File: config.mk
export PLATFORM = sky130hd
export DESIGN_NAME = tdm_param_fault_decoder
export DESIGN_NICKNAME = d
export VERILOG_FILES = /design/src/include/tdm_param_pkg.sv /design/src/hw/output_channel_pack.sv /design/src/hw/tdm_param_fault_decoder.sv
export SDC_FILE = /design/constraint.sdc
export NUM_CORES = 1
export LEC_CHECK = 0
export BUFFER_PORTS_ARGS = -buffer_cell sky130_fd_sc_hd__buf_2
export CAP_MARGIN = 40
export CORE_AREA = 8 8 439 441
export CTS_BUF_LIST = sky130_fd_sc_hd__clkbuf_8
export DETAILED_ROUTE_END_ITERATION = 8
export DIE_AREA = 0 0 447 449
export SLEW_MARGIN = 20
export SYNTH_ARGS = -nofsm -noshare
export SYNTH_HDL_FRONTEND = slang
export SYNTH_SLANG_ARGS = --single-unit
File: constraint.sdc
create_clock -name sys_clk -period 2.79 [get_ports sys_clk]
set_input_delay 0.279 -clock sys_clk [delete_from_list [all_inputs] [get_ports sys_clk]]
set_output_delay 0.279 -clock sys_clk [all_outputs]
set_load 0.02 [all_outputs]
File: src/include/tdm_param_pkg.sv
// Constants shared by the decoder and the channel packer
package tdm_param_pkg;

    // --
    // Transfer widths
    // --
    localparam int GEN_IDX_W = 12;
    localparam int PM_IDX_W = 6;
    localparam int GEN_DATA_W = 20;
    localparam int PM_DATA_W = 26;
    localparam int GAIN_W = 18;
    localparam int ANGLE_W = 18;
    localparam int NUM_GAINS = 4;
    localparam int NUM_INV = 2;
    localparam int NUM_PHASE = 3;

    // --
    // General test parameter indices
    // --
    localparam logic [11:0] IDX_GAIN_MOTOR = 12'h06e;
    localparam logic [11:0] IDX_GAIN_LINK = 12'h06f;
    localparam logic [11:0] IDX_GAIN_RESOLVER = 12'h070;
    localparam logic [11:0] IDX_GAIN_BATTERY = 12'h071;
    localparam logic [11:0] IDX_SPEED_FACTOR = 12'h07d;
    localparam logic [11:0] IDX_ELEC_OFFSET = 12'h07e;
    localparam logic [11:0] IDX_MECH_OFFSET = 12'h07f;
    localparam logic [11:0] IDX_INV1_OPEN = 12'h082;
    localparam logic [11:0] IDX_INV1_CTRL = 12'h083;
    localparam logic [11:0] IDX_INV2_OPEN = 12'h084;
    localparam logic [11:0] IDX_INV2_CONDUCT = 12'h085;

    // --
    // Machine parameter indices
    // --
    localparam logic [5:0] IDX_RS_A = 6'h01;
    localparam logic [5:0] IDX_RS_B = 6'h02;
    localparam logic [5:0] IDX_RS_C = 6'h03;
    localparam logic [5:0] IDX_FLUX_0 = 6'h07;
    localparam logic [5:0] IDX_FLUX_1 = 6'h08;
    localparam logic [5:0] IDX_HIGH_IMP = 6'h09;

    // --
    // Fault word fields
    // --
    localparam int POS_W = 6;
    localparam int FW_LINK_SHORT = 0;
    localparam int FW_AC_SHORT = 1;
    localparam int FW_SW_OFF_LSB = 2;
    localparam int FW_DIODE_OFF_LSB = 8;
    localparam int FW_BOTH_OFF_LSB = 14;
    localparam int FX_CONDUCT_LSB = 0;
    localparam int FX_OPEN_PHASE_LSB = 6;
    localparam int FX_DISABLE_ALL = 9;
    localparam int FX_ENABLE_ALL = 10;
    localparam int FX_TRIG_LSB = 11;
    localparam int INV1_CTRL_W = 13;

    // --
    // Reset values
    // --
    localparam logic [17:0] GAIN_RST = 18'h08000;
    localparam logic [25:0] HIGH_IMP_RST = 26'h0600000;

    // --
    // Register port
    // --
    localparam int REG_AW = 8;
    localparam int REG_DW = 32;
    localparam logic [7:0] REG_CTRL = 8'h00;
    localparam logic [7:0] REG_RB_SEL = 8'h04;
    localparam logic [7:0] REG_RB_DATA = 8'h08;
    localparam logic [7:0] REG_STATUS = 8'h0c;
    localparam int RB_SPACE_BIT = 12;

    // --
    // Output channels
    // --
    localparam int NUM_CHAN = 12;
    localparam int SUB_W = 16;
    localparam int CHAN_W = 32;
    localparam int SCALE_DROP = 2;

endpackage

File: src/hw/output_channel_pack.sv
// Packs two 16-bit sub-channels into one registered 32-bit channel word
`timescale 1ns/1ps

module output_channel_pack
    import tdm_param_pkg::*;
(
    input wire logic sys_clk,
    input wire logic reset_n,
    input wire logic [SUB_W-1:0] lo_in,
    input wire logic [SUB_W-1:0] hi_in,
    output logic [CHAN_W-1:0] word_out
);

    logic [CHAN_W-1:0] word_d;
    logic [CHAN_W-1:0] word_q;

    // The two halves are independent values, never one 32-bit number
    always_comb begin
        word_d = {hi_in, lo_in};
    end

    always_ff @(posedge sys_clk or negedge reset_n) begin
        if (!reset_n) begin
            word_q <= '0;
        end else begin
            word_q <= word_d;
        end
    end

    assign word_out = word_q;

endmodule // output_channel_pack

File: src/hw/tdm_param_fault_decoder.sv
// Multiplexed parameter receiver, fault decoder and output channel packer
//
// Decided for this implementation: the plain strobed port and the register addresses.
`timescale 1ns/1ps

module tdm_param_fault_decoder
    import tdm_param_pkg::*;
(
    input wire logic sys_clk,
    input wire logic reset_n,
    input wire logic gen_valid,
    input wire logic [GEN_IDX_W-1:0] gen_index,
    input wire logic [GEN_DATA_W-1:0] gen_data,
    input wire logic pm_valid,
    input wire logic [PM_IDX_W-1:0] pm_index,
    input wire logic [PM_DATA_W-1:0] pm_data,
    input wire logic [REG_AW-1:0] reg_addr,
    input wire logic [REG_DW-1:0] reg_wdata,
    input wire logic reg_wr,
    input wire logic reg_rd,
    output logic [REG_DW-1:0] reg_rdata,
    input wire logic [NUM_INV-1:0] ext_fault_trig,
    input wire logic [ANGLE_W-1:0] resolver_angle,
    input wire logic [ANGLE_W-1:0] encoder_angle,
    input wire logic [17:0] cur_a,
    input wire logic [17:0] cur_b,
    input wire logic [17:0] cur_c,
    input wire logic [17:0] link_cur,
    input wire logic [17:0] vin_a,
    input wire logic [17:0] vin_b,
    input wire logic [17:0] vin_c,
    input wire logic [17:0] emf_a,
    input wire logic [17:0] emf_b,
    input wire logic [17:0] emf_c,
    input wire logic [2:0] hall,
    input wire logic [SUB_W-1:0] digital_in,
    input wire logic [SUB_W-1:0] rail_24v,
    input wire logic [SUB_W-1:0] rail_12v,
    input wire logic [SUB_W-1:0] rail_gnd,
    input wire logic [SUB_W-1:0] rail_12v_alt,
    output logic [NUM_GAINS-1:0][GAIN_W-1:0] ao_gain,
    output logic [GAIN_W-1:0] speed_factor,
    output logic [ANGLE_W-1:0] elec_angle,
    output logic [ANGLE_W-1:0] mech_angle,
    output logic [NUM_PHASE-1:0][PM_DATA_W-1:0] stator_res,
    output logic [PM_DATA_W-1:0] flux_factor_0,
    output logic [PM_DATA_W-1:0] flux_factor_1,
    output logic [PM_DATA_W-1:0] high_imp,
    output logic link_short,
    output logic ac_short,
    output logic [NUM_INV-1:0][POS_W-1:0] switch_open,
    output logic [NUM_INV-1:0][POS_W-1:0] diode_open,
    output logic [NUM_INV-1:0][POS_W-1:0] force_conduct,
    output logic [NUM_PHASE-1:0] phase_open,
    output logic [NUM_CHAN-1:0][CHAN_W-1:0] chan_word
);

    // --
    // Parameter storage
    // --
    logic [NUM_GAINS-1:0][GAIN_W-1:0] gain_q, gain_d;
    logic [GAIN_W-1:0] speed_q, speed_d;
    logic [ANGLE_W-1:0] elec_ofs_q, elec_ofs_d;
    logic [ANGLE_W-1:0] mech_ofs_q, mech_ofs_d;
    logic [GEN_DATA_W-1:0] inv1_open_q, inv1_open_d;
    logic [INV1_CTRL_W-1:0] inv1_ctrl_q, inv1_ctrl_d;
    logic [GEN_DATA_W-1:0] inv2_open_q, inv2_open_d;
    logic [POS_W-1:0] inv2_cond_q, inv2_cond_d;
    logic [NUM_PHASE-1:0][PM_DATA_W-1:0] rs_q, rs_d;
    logic [PM_DATA_W-1:0] flux0_q, flux0_d;
    logic [PM_DATA_W-1:0] flux1_q, flux1_d;
    logic [PM_DATA_W-1:0] himp_q, himp_d;

    // General words use a 12-bit index, machine words a 6-bit one
    always_comb begin
        gain_d = gain_q;
        speed_d = speed_q;
        elec_ofs_d = elec_ofs_q;
        mech_ofs_d = mech_ofs_q;
        inv1_open_d = inv1_open_q;
        inv1_ctrl_d = inv1_ctrl_q;
        inv2_open_d = inv2_open_q;
        inv2_cond_d = inv2_cond_q;
        rs_d = rs_q;
        flux0_d = flux0_q;
        flux1_d = flux1_q;
        himp_d = himp_q;
        if (gen_valid) begin
            unique case (gen_index)
                IDX_GAIN_MOTOR: gain_d[0] = gen_data[GAIN_W-1:0];
                IDX_GAIN_LINK: gain_d[1] = gen_data[GAIN_W-1:0];
                IDX_GAIN_RESOLVER: gain_d[2] = gen_data[GAIN_W-1:0];
                IDX_GAIN_BATTERY: gain_d[3] = gen_data[GAIN_W-1:0];
                IDX_SPEED_FACTOR: speed_d = gen_data[GAIN_W-1:0];
                IDX_ELEC_OFFSET: elec_ofs_d = gen_data[ANGLE_W-1:0];
                IDX_MECH_OFFSET: mech_ofs_d = gen_data[ANGLE_W-1:0];
                IDX_INV1_OPEN: inv1_open_d = gen_data;
                IDX_INV1_CTRL: inv1_ctrl_d = gen_data[INV1_CTRL_W-1:0];
                IDX_INV2_OPEN: inv2_open_d = gen_data;
                IDX_INV2_CONDUCT: inv2_cond_d = gen_data[POS_W-1:0];
                default: begin
                end
            endcase
        end
        if (pm_valid) begin
            unique case (pm_index)
                IDX_RS_A: rs_d[0] = pm_data;
                IDX_RS_B: rs_d[1] = pm_data;
                IDX_RS_C: rs_d[2] = pm_data;
                IDX_FLUX_0: flux0_d = pm_data;
                IDX_FLUX_1: flux1_d = pm_data;
                IDX_HIGH_IMP: himp_d = pm_data;
                default: begin
                end
            endcase
        end
    end

    // Gains start at unity so the analog outputs are usable before setup
    always_ff @(posedge sys_clk or negedge reset_n) begin
        if (!reset_n) begin
            gain_q <= {NUM_GAINS{GAIN_RST}};
            speed_q <= '0;
            elec_ofs_q <= '0;
            mech_ofs_q <= '0;
            inv1_open_q <= '0;
            inv1_ctrl_q <= '0;
            inv2_open_q <= '0;
            inv2_cond_q <= '0;
            rs_q <= '0;
            flux0_q <= '0;
            flux1_q <= '0;
            himp_q <= HIGH_IMP_RST;
        end else begin
            gain_q <= gain_d;
            speed_q <= speed_d;
            elec_ofs_q <= elec_ofs_d;
            mech_ofs_q <= mech_ofs_d;
            inv1_open_q <= inv1_open_d;
            inv1_ctrl_q <= inv1_ctrl_d;
            inv2_open_q <= inv2_open_d;
            inv2_cond_q <= inv2_cond_d;
            rs_q <= rs_d;
            flux0_q <= flux0_d;
            flux1_q <= flux1_d;
            himp_q <= himp_d;
        end
    end

    assign ao_gain = gain_q;
    assign speed_factor = speed_q;
    assign stator_res = rs_q;
    assign flux_factor_0 = flux0_q;
    assign flux_factor_1 = flux1_q;
    assign high_imp = himp_q;

    // --
    // Sensor angle offsets
    // --
    logic [ANGLE_W-1:0] elec_q, elec_d;
    logic [ANGLE_W-1:0] mech_q, mech_d;

    // Pure fraction of a turn, so the sum wraps naturally
    always_comb begin
        elec_d = ANGLE_W'(resolver_angle + elec_ofs_q);
        mech_d = ANGLE_W'(encoder_angle + mech_ofs_q);
    end

    always_ff @(posedge sys_clk or negedge reset_n) begin
        if (!reset_n) begin
            elec_q <= '0;
            mech_q <= '0;
        end else begin
            elec_q <= elec_d;
            mech_q <= mech_d;
        end
    end

    assign elec_angle = elec_q;
    assign mech_angle = mech_q;

    // --
    // Register port
    // --
    logic [RB_SPACE_BIT:0] rb_sel_q, rb_sel_d;
    logic [REG_DW-1:0] rdata_q, rdata_d;
    logic [NUM_INV-1:0] trig_clr;
    logic [NUM_INV-1:0] trig_seen_q;
    logic [NUM_INV-1:0] fault_live;
    logic [PM_DATA_W-1:0] rb_value;

    always_comb begin
        rb_value = '0;
        if (rb_sel_q[RB_SPACE_BIT]) begin
            unique case (rb_sel_q[PM_IDX_W-1:0])
                IDX_RS_A: rb_value = rs_q[0];
                IDX_RS_B: rb_value = rs_q[1];
                IDX_RS_C: rb_value = rs_q[2];
                IDX_FLUX_0: rb_value = flux0_q;
                IDX_FLUX_1: rb_value = flux1_q;
                IDX_HIGH_IMP: rb_value = himp_q;
                default: rb_value = '0;
            endcase
        end else begin
            unique case (rb_sel_q[GEN_IDX_W-1:0])
                IDX_GAIN_MOTOR: rb_value = {8'h00, gain_q[0]};
                IDX_GAIN_LINK: rb_value = {8'h00, gain_q[1]};
                IDX_GAIN_RESOLVER: rb_value = {8'h00, gain_q[2]};
                IDX_GAIN_BATTERY: rb_value = {8'h00, gain_q[3]};
                IDX_SPEED_FACTOR: rb_value = {8'h00, speed_q};
                IDX_ELEC_OFFSET: rb_value = {8'h00, elec_ofs_q};
                IDX_MECH_OFFSET: rb_value = {8'h00, mech_ofs_q};
                IDX_INV1_OPEN: rb_value = {6'h00, inv1_open_q};
                IDX_INV1_CTRL: rb_value = {13'h0000, inv1_ctrl_q};
                IDX_INV2_OPEN: rb_value = {6'h00, inv2_open_q};
                IDX_INV2_CONDUCT: rb_value = {20'h00000, inv2_cond_q};
                default: rb_value = '0;
            endcase
        end
    end

    // Read data stand for exactly one cycle, then fall back to zero
    always_comb begin
        rb_sel_d = rb_sel_q;
        trig_clr = '0;
        rdata_d = '0;
        if (reg_wr && reg_addr == REG_RB_SEL) begin
            rb_sel_d = reg_wdata[RB_SPACE_BIT:0];
        end
        if (reg_wr && reg_addr == REG_CTRL) begin
            trig_clr = reg_wdata[NUM_INV-1:0];
        end
        if (reg_rd) begin
            unique case (reg_addr)
                REG_CTRL: rdata_d = '0;
                REG_RB_SEL: rdata_d = {19'h00000, rb_sel_q};
                REG_RB_DATA: rdata_d = {6'h00, rb_value};
                REG_STATUS: rdata_d = {28'h0000000, trig_seen_q,
                    fault_live};
                default: rdata_d = '0;
            endcase
        end
    end

    always_ff @(posedge sys_clk or negedge reset_n) begin
        if (!reset_n) begin
            rb_sel_q <= '0;
            rdata_q <= '0;
        end else begin
            rb_sel_q <= rb_sel_d;
            rdata_q <= rdata_d;
        end
    end

    assign reg_rdata = rdata_q;

    // --
    // Fault gating and decode
    // --
    logic [NUM_INV-1:0][GEN_DATA_W-1:0] open_word;
    logic [NUM_INV-1:0][POS_W-1:0] cond_word;
    logic [NUM_INV-1:0] trig_sel;
    logic [NUM_INV-1:0] trig_seen_d;
    logic faults_on;
    logic link_short_q, link_short_d;
    logic ac_short_q, ac_short_d;
    logic [NUM_PHASE-1:0] phase_open_q, phase_open_d;
    logic [NUM_INV-1:0][POS_W-1:0] sw_open_q, sw_open_d;
    logic [NUM_INV-1:0][POS_W-1:0] di_open_q, di_open_d;
    logic [NUM_INV-1:0][POS_W-1:0] cond_q, cond_d;

    assign open_word[0] = inv1_open_q;
    assign open_word[1] = inv2_open_q;
    assign cond_word[0] = inv1_ctrl_q[FX_CONDUCT_LSB +: POS_W];
    assign cond_word[1] = inv2_cond_q;
    assign trig_sel = inv1_ctrl_q[FX_TRIG_LSB +: NUM_INV];
    // Disable overrides enable when software sets both
    assign faults_on = inv1_ctrl_q[FX_ENABLE_ALL]
        && !inv1_ctrl_q[FX_DISABLE_ALL];

    genvar gi;
    generate
        for (gi = 0; gi < NUM_INV; gi++) begin : g_inv
            // Trigger latch: a trigger input sampled high wins over a clear in the same cycle
            always_comb begin
                trig_seen_d[gi] = trig_seen_q[gi];
                if (trig_clr[gi] || !trig_sel[gi]) begin
                    trig_seen_d[gi] = 1'b0;
                end
                if (trig_sel[gi] && ext_fault_trig[gi]) begin
                    trig_seen_d[gi] = 1'b1;
                end
            end
            assign fault_live[gi] = faults_on
                && (!trig_sel[gi] || trig_seen_q[gi]);
            // Bit pairs run upper then lower, phases A, B, C
            always_comb begin
                sw_open_d[gi] = '0;
                di_open_d[gi] = '0;
                cond_d[gi] = '0;
                if (fault_live[gi]) begin
                    sw_open_d[gi] = open_word[gi][FW_SW_OFF_LSB +: POS_W]
                        | open_word[gi][FW_BOTH_OFF_LSB +: POS_W];
                    di_open_d[gi] = open_word[gi][FW_DIODE_OFF_LSB +: POS_W]
                        | open_word[gi][FW_BOTH_OFF_LSB +: POS_W];
                    cond_d[gi] = cond_word[gi];
                end
            end
        end
    endgenerate

    // Inverter two has no short bits; those bits are ignored
    always_comb begin
        link_short_d = fault_live[0] && inv1_open_q[FW_LINK_SHORT];
        ac_short_d = fault_live[0] && inv1_open_q[FW_AC_SHORT];
        phase_open_d = fault_live[0]
            ? inv1_ctrl_q[FX_OPEN_PHASE_LSB +: NUM_PHASE] : '0;
    end

    always_ff @(posedge sys_clk or negedge reset_n) begin
        if (!reset_n) begin
            trig_seen_q <= '0;
            link_short_q <= 1'b0;
            ac_short_q <= 1'b0;
            phase_open_q <= '0;
            sw_open_q <= '0;
            di_open_q <= '0;
            cond_q <= '0;
        end else begin
            trig_seen_q <= trig_seen_d;
            link_short_q <= link_short_d;
            ac_short_q <= ac_short_d;
            phase_open_q <= phase_open_d;
            sw_open_q <= sw_open_d;
            di_open_q <= di_open_d;
            cond_q <= cond_d;
        end
    end

    assign link_short = link_short_q;
    assign ac_short = ac_short_q;
    assign phase_open = phase_open_q;
    assign switch_open = sw_open_q;
    assign diode_open = di_open_q;
    assign force_conduct = cond_q;

    // --
    // Output channel packing
    // --
    logic [NUM_CHAN-1:0][SUB_W-1:0] sub_lo;
    logic [NUM_CHAN-1:0][SUB_W-1:0] sub_hi;

    // Dropping two low bits keeps the range and gives 16-bit halves
    always_comb begin
        sub_lo = '0;
        sub_hi = '0;
        sub_lo[0] = cur_a[17:SCALE_DROP];
        sub_hi[0] = cur_b[17:SCALE_DROP];
        sub_lo[1] = cur_c[17:SCALE_DROP];
        sub_hi[1] = elec_q[17:SCALE_DROP];
        sub_lo[2] = link_cur[17:SCALE_DROP];
        sub_lo[3] = vin_a[17:SCALE_DROP];
        sub_hi[3] = vin_b[17:SCALE_DROP];
        sub_lo[4] = vin_c[17:SCALE_DROP];
        sub_hi[5] = mech_q[17:SCALE_DROP];
        sub_lo[6] = {13'h0000, hall};
        sub_lo[7] = emf_a[17:SCALE_DROP];
        sub_hi[7] = emf_b[17:SCALE_DROP];
        sub_lo[8] = emf_c[17:SCALE_DROP];
        sub_lo[9] = digital_in;
        sub_lo[10] = rail_24v;
        sub_hi[10] = rail_12v;
        sub_lo[11] = rail_gnd;
        sub_hi[11] = rail_12v_alt;
    end

    genvar ci;
    generate
        for (ci = 0; ci < NUM_CHAN; ci++) begin : g_chan
            output_channel_pack u_pack (
                .sys_clk(sys_clk),
                .reset_n(reset_n),
                .lo_in(sub_lo[ci]),
                .hi_in(sub_hi[ci]),
                .word_out(chan_word[ci])
            );
        end
    endgenerate

endmodule // tdm_param_fault_decoder

# Word level (Yosys, flattened, before mapping)
# Index checks and enable logic that the tools add are counted.
dict set report word_totals {
  output_inout_bits 739
  register_bits 740
  inputBits 411
  elab_cells 140
}
dict set report op_classes {
  n_mux 17
  reduce_logical 36
  addsub 2
  n_eq_ne 37
  bitwise_logic 4
}
# operator count
set op_table {}
lappend op_table {{case mux 20 bit (11 select lines)} 1}
lappend op_table {{== test 12 x 7 -> 1 bit, second input constant} 14}
lappend op_table {{case mux 26 bit (6 select lines)} 1}
lappend op_table {{== test 12 x 8 -> 1 bit, second input constant} 8}
lappend op_table {{case mux 26 bit (3 select lines)} 1}
lappend op_table {{two-way mux 26 bit} 2}
lappend op_table {{adder 18 bit} 2}
lappend op_table {{two-way mux 6 bit} 6}
lappend op_table {{AND reduction 2 bit} 17}
lappend op_table {{== test 6 x 2 -> 1 bit, second input constant} 4}
lappend op_table {{== test 6 x 4 -> 1 bit, second input constant} 4}
lappend op_table {{OR 6 bit} 4}
lappend op_table {{== test 8 x 4 -> 1 bit, second input constant} 2}
lappend op_table {{== test 6 x 1 -> 1 bit, second input constant} 2}
lappend op_table {{== test 6 x 3 -> 1 bit, second input constant} 2}
lappend op_table {{logical AND 1 bit} 9}
lappend op_table {{== test 8 x 3 -> 1 bit, second input constant} 1}
lappend op_table {{zero test 8 bit} 1}
lappend op_table {{logical OR 1 bit} 4}
lappend op_table {{two-way mux 1 bit} 4}
lappend op_table {{nonzero test 2 bit} 2}
lappend op_table {{zero test 1 bit} 3}
lappend op_table {{two-way mux 3 bit} 1}
lappend op_table {{two-way mux 2 bit} 1}

# Longest topological paths before layout
dict set report depth {
  word_depth 6
  depth_mapped 9
  ltp_nobuf 9
}

# By module
# Synthesis repeated with hierarchy kept, for this count alone.
dict set report unflattened {
  cells_unflattened 1950
  hier_area_um2 30108.9
}
# module seq_area_each_um2 area_per_inst_um2 cells_each instances
set by_module_without_submodules {}
lappend by_module_without_submodules {tdm_param_fault_decoder 11493.5 20499.7 1566 1}
lappend by_module_without_submodules {output_channel_pack 800.8 800.8 32 12}

# Worst setup path after synthesis
# OpenSTA, ideal clock, no wires.
dict set report synth_timing {
  path_type {register -> register}
  start {register mech_ofs_q[10]}
  end {register mech_q[17] (netlist: mech_angle[17])}
  path_stages_with_launch 9
  period_less_slack_ps 2348
  path_buffers 1
  setup_slack_ps 442
  required_time_ps 2659
  arrival_ps 2217
  cell_sequence {dfrtp_1 -> ha_1 -> clkbuf_1 -> and2_1 -> a311o_1 -> a31o_2 -> a221oi_1 -> mux2i_1 -> nor3_1}
}
dict set report synth_between {
  elab_chain_cells 1
}
# item line_no
set synth_lines {}
lappend synth_lines {{start, declared} tdm_param_fault_decoder.sv:64} ;# logic [ANGLE_W-1:0] mech_ofs_q, mech_ofs_d;
lappend synth_lines {{start signal, assigned} tdm_param_fault_decoder.sv:138} ;# mech_ofs_q <= mech_ofs_d;
lappend synth_lines {{adder 18 bit} tdm_param_fault_decoder.sv:166} ;# mech_d = ANGLE_W'(encoder_angle + mech_ofs_q);
lappend synth_lines {{named net mech_d[17]} tdm_param_fault_decoder.sv:161} ;# logic [ANGLE_W-1:0] mech_q, mech_d;
lappend synth_lines {{end signal, assigned} tdm_param_fault_decoder.sv:175} ;# mech_q <= mech_d;
lappend synth_lines {{end, declared} tdm_param_fault_decoder.sv:161}
# The timed path passes the listed nets, and every way through them passes these cells.
# A chain may end at the register's enable or synchronous reset.

# Final worst setup path
dict set report layout_timing {
  start {register rb_sel_q[8]}
  end {register rdata_q[10] (netlist: reg_rdata[10])}
}
dict set report layout_between {
  elab_chain_cells 5
}
# item line_no
set layout_lines {}
lappend layout_lines {{start, declared} tdm_param_fault_decoder.sv:185} ;# logic [RB_SPACE_BIT:0] rb_sel_q, rb_sel_d;
lappend layout_lines {{start signal, assigned} tdm_param_fault_decoder.sv:250} ;# rb_sel_q <= rb_sel_d;
lappend layout_lines {{== test 12 x 8 -> 1 bit / == test 12 x 7 -> 1 bit (equally long branches)} tdm_param_fault_decoder.sv:205} ;# unique case (rb_sel_q[GEN_IDX_W-1:0])
lappend layout_lines {{case mux 20 bit (11 select lines) (*)} tdm_param_fault_decoder.sv:205}
lappend layout_lines {{two-way mux 26 bit (*)} tdm_param_fault_decoder.sv:194} ;# if (rb_sel_q[RB_SPACE_BIT]) begin
lappend layout_lines {{case mux 26 bit (3 select lines) (*)} tdm_param_fault_decoder.sv:234} ;# unique case (reg_addr)
lappend layout_lines {{two-way mux 26 bit (*)} tdm_param_fault_decoder.sv:233} ;# if (reg_rd) begin
lappend layout_lines {{named net rdata_d[10]} tdm_param_fault_decoder.sv:186} ;# logic [REG_DW-1:0] rdata_q, rdata_d;
lappend layout_lines {{end signal, assigned} tdm_param_fault_decoder.sv:251} ;# rdata_q <= rdata_d;
lappend layout_lines {{end, declared} tdm_param_fault_decoder.sv:186}
# The timed path passes the listed nets; every way through them passes the cells marked *.

==> out/results.tsv <==
stage	metric	value	unit
timing	clock skew	0.0402	ns
yosys	register bit total from synthesis	734	
setup_path	Crit path top cell by count	buf_4	
yosys	Async S/R FF share, synth	1.00	
clocking	Clock Tree Buf Depth	3	
yosys	post-synthesis mux area share	0.158	
floorplan	Die Ht	449	um
yosys	synthesized cell area	28600	um^2
clocking	CTS tree	yes	
yosys	library cells used by synthesis	79	
pwr	worst vdd ir	0.494	mV
finish	layout net count	4164	
pwr	PwrDens	582	nW/um^2
finish	Util after Layout	0.245	
timing	final worst slack	0.0961	ns
yosys	register area share after synthesis	0.642	
timing	max-slew violations	0	
route	Post-route DRC	0	
clocking	insertion delay to the later sink of the worst-skew pair	0.89	ns
yosys	EDFF count, synth	0	
setup_path	Setup CP Type	reg2reg	
run_status	status	complete, no violations	
timing	measured slew at the worst slew-check pin	0.715	ns
timing	post-route minimum period	2.69	ns
setup_path	Setup crit end kind	register	
setup_path	Crit path arrival time	3.49	ns
yosys	Synth warnings	0	
route	vias per inst	3.90	
route	drt pass-1 iters	9	
route	WL/cell	26.6	um
global_route	initial antenna violation count	48	
global_route	pin count of the biggest net entering global routing	101	
finish	area delta synth->final	59.4	%
floorplan	# rows	159	
placed_design	GP Congestion	0.916	
setup_path	CP cell instances	or4_4, buf_4, nor4_1, buf_4, a22oi_1, and4_1, o21ai_1	
yosys	Avg Synthesized Cell Area	14.3	um^2
global_route	total grt overflow	0	
clocking	CTS root buffer	clkbuf_8	
yosys	post-synthesis xor/xnor area fraction	0.00734	
clocking	Post-CTS Setup Bufs	0	
global_route	first-pass GRT wire length	225000	um
yosys	Post-Synth Adder-Cell Area	0.0163	
setup_path	crit-path max FO	8	
global_route	vias in the first global route	26578	
floorplan	Die Span X	447	um
setup_path	Max stage delay cell, worst path	or4_4	
finish	fin area	45600	um^2
yosys	Post-synth top flop	dfrtp_1	
clocking	Clock transition at path regs	0.06	ns
placed_design	post-DP HPWL	133000	um
yosys	Simple-Gate Fraction of Synth Area	0.0585	
timing	period utilization	0.966	
floorplan	num ports	1150	
setup_path	Critical Path RT	3.58	ns
timing	max frequency	0.371	GHz
timing	Final Hold Fails	0	
setup_path	startpoint types	register	
timing	final setup fails	0	
pwr	leakage power	22.3	nW
floorplan	Core ar.	186000	um^2
hold_path	Hold Path Class	in2reg	
job	# Max-Cap Violations	0	
global_route	gr usage total	0.161	
yosys	Post-Synthesis Cells	2009	
floorplan	die area	201000	um^2
placed_design	pre-CTS setup slack	0.107	ns
yosys	combinational family with the most area after synthesis	multiplexers	
timing	max_slew headroom	0.522	
clocking	CTS Buf Count	138	
placed_design	IO buf count	995	
clocking	H-Tree Depth	4	
floorplan	Starting Density	0.154	
finish	share of cells above drive strength 1	0.455	
route	final WL	168000	um
route	post-route ant nets	0	
placed_design	Placed Instance Area	37100	um^2
route	via count	24708	
route	initial DRC count	1664	
timing	hold_ws	0.108	ns
pwr	Tot Pwr	26.6	mW
yosys	Synth Area in Compound Gates	0.0712	
setup_path	CP peak stage delay	0.64	ns
clocking	clk sinks	734	
timing	RSZ-0062 raised after global routing	no	
==> through the flow <==
stage | TNS [ns] | instances
2_1_floorplan | 0 | 2123
3_3_place_gp | -0.0230 | 5513
3_5_place_dp | 0 | 5516
4_1_cts | 0 | 6312
5_1_grt | 0 | 6323
6_report | 0 | 6329
==> registers in the layout, summed over array words and instances (netlist names), 18 cells and up <==
register / count
g_chan.u_pack.word_out: 275
stator_res: 78
ao_gain: 72
flux_factor_0: 26
flux_factor_1: 26
high_imp: 26
reg_rdata: 26
inv1_open_q: 20
inv2_open_q: 20
elec_angle: 18
elec_ofs_q: 18
mech_angle: 18
mech_ofs_q: 18
speed_factor: 18
==> where the power goes <==
group	internal (mW)	switching [mW]	total (mW)
sequential	11.2	0.384	11.6
combinational	1.56	2.31	3.87
clock	6.01	5.09	11.1
total	18.8	7.78	26.6
==> synth_stat cells, drive strengths merged, types with 6 or more instances <==
cell,number,area (um^2)
and3,10,62.6
o21ai,33,165
nand2,64,243
a221oi,12,105
o22ai,9,68.8
nand3,24,120
dfstp,6,158
clkbuf,49,184
mux2i,25,250
a21o,7,52.6
or3,6,37.5
inv,24,90.1
dfrtp,728,18200
a222oi,38,380
mux2,379,4270
o21a,8,60.1
or2,6,37.5
xor2,8,70.1
a21oi,37,185
nor2,95,388
a22o,27,236
nor3,18,100
a221o,6,60.1
and2,24,150
xnor2,16,140
nor2b,19,119
nor4,7,73.8
ha,34,425
a22oi,28,210
a31oi,6,37.5
a2111oi,6,52.6
buf,157,1080
==> cell type report <==
cell class                 instances  area [um^2]
fill                           19652       141000
sequential                       734        18400
timing repair buffer            1660        11700
multi-input combinational       1159         9400
tap                             2495         3120
clock buffer                     169         2330
clock inverter                    71          553
inverter                          24         93.8
antenna                           17         42.5
==> worst max-delay path, delay by kind of cell (launching register included) <==
| family | cells | cell delay, ns |
|---|---|---|
| simple gates | 3 | 1.50 |
| buf+inv | 2 | 0.48 |
| flops | 1 | 0.39 |
| compound gates | 2 | 0.25 |
==> worst paths after layout <==
check | start | endpoint | cells after the start | slack (ns)
hold / removal | vin_c[8] | g_chan[4].u_pack.word_out[6] | 2 | 0.11
setup / recovery | rb_sel_q[8] | reg_rdata[10] | 7 | 0.1
hold reg to reg | mech_angle[14] | g_chan[5].u_pack.word_out[28] | 0 | 0.37
setup reg to reg | rb_sel_q[8] | reg_rdata[10] | 7 | 0.1
max in group asynchronous | reset_n | g_chan[9].u_pack.word_out[15] | 5 | 1.42
min in group asynchronous | reset_n | stator_res[38] | 4 | 0.60
==> routing by layer <==
metal | wire length [um] | track usage | vias up
li1 | - | - | 10481
met3 | 10700 | 0.0397 | 313
met4 | 8900 | 0.0752 | 4
met1 | 56800 | 0.161 | 12774
met5 | 27 | 0 | -
met2 | 91800 | 0.308 | 1136
==> layout by cell type, fill, tap and decap left out, types with 57 or more instances in the layout <==
cell           Yosys  final
buf_2             23    996
buf_4            116     80
clkbuf_8           0    169
conb_1             1    115
dfrtp_1          728    725
dlygate4sd3_1      0    555
inv_1             24     57
mux2_2           379    379
nand2_1           63     63
nor2_1            90     89
==> logic make-up (layout without fill, tap and decap cells) <==
family	Yosys count	after routing
DFF	734	734
muxes	404	404
and+or+nand+nor	313	313
AOI/OAI and AO/OA	267	267
buffers and inverters	230	1924
adders and majority gates	36	36
xor gates and xnor gates	24	24
other	1	132
==> repair_timing <==
action / CTS / global route
gates resized for setup: 0 / 4
endpoints found under the hold margin: 1383 / 0
endpoints found under the setup margin: 0 / 3
hold buffers: 556 / 0
(Power assumes the default switching activity.)
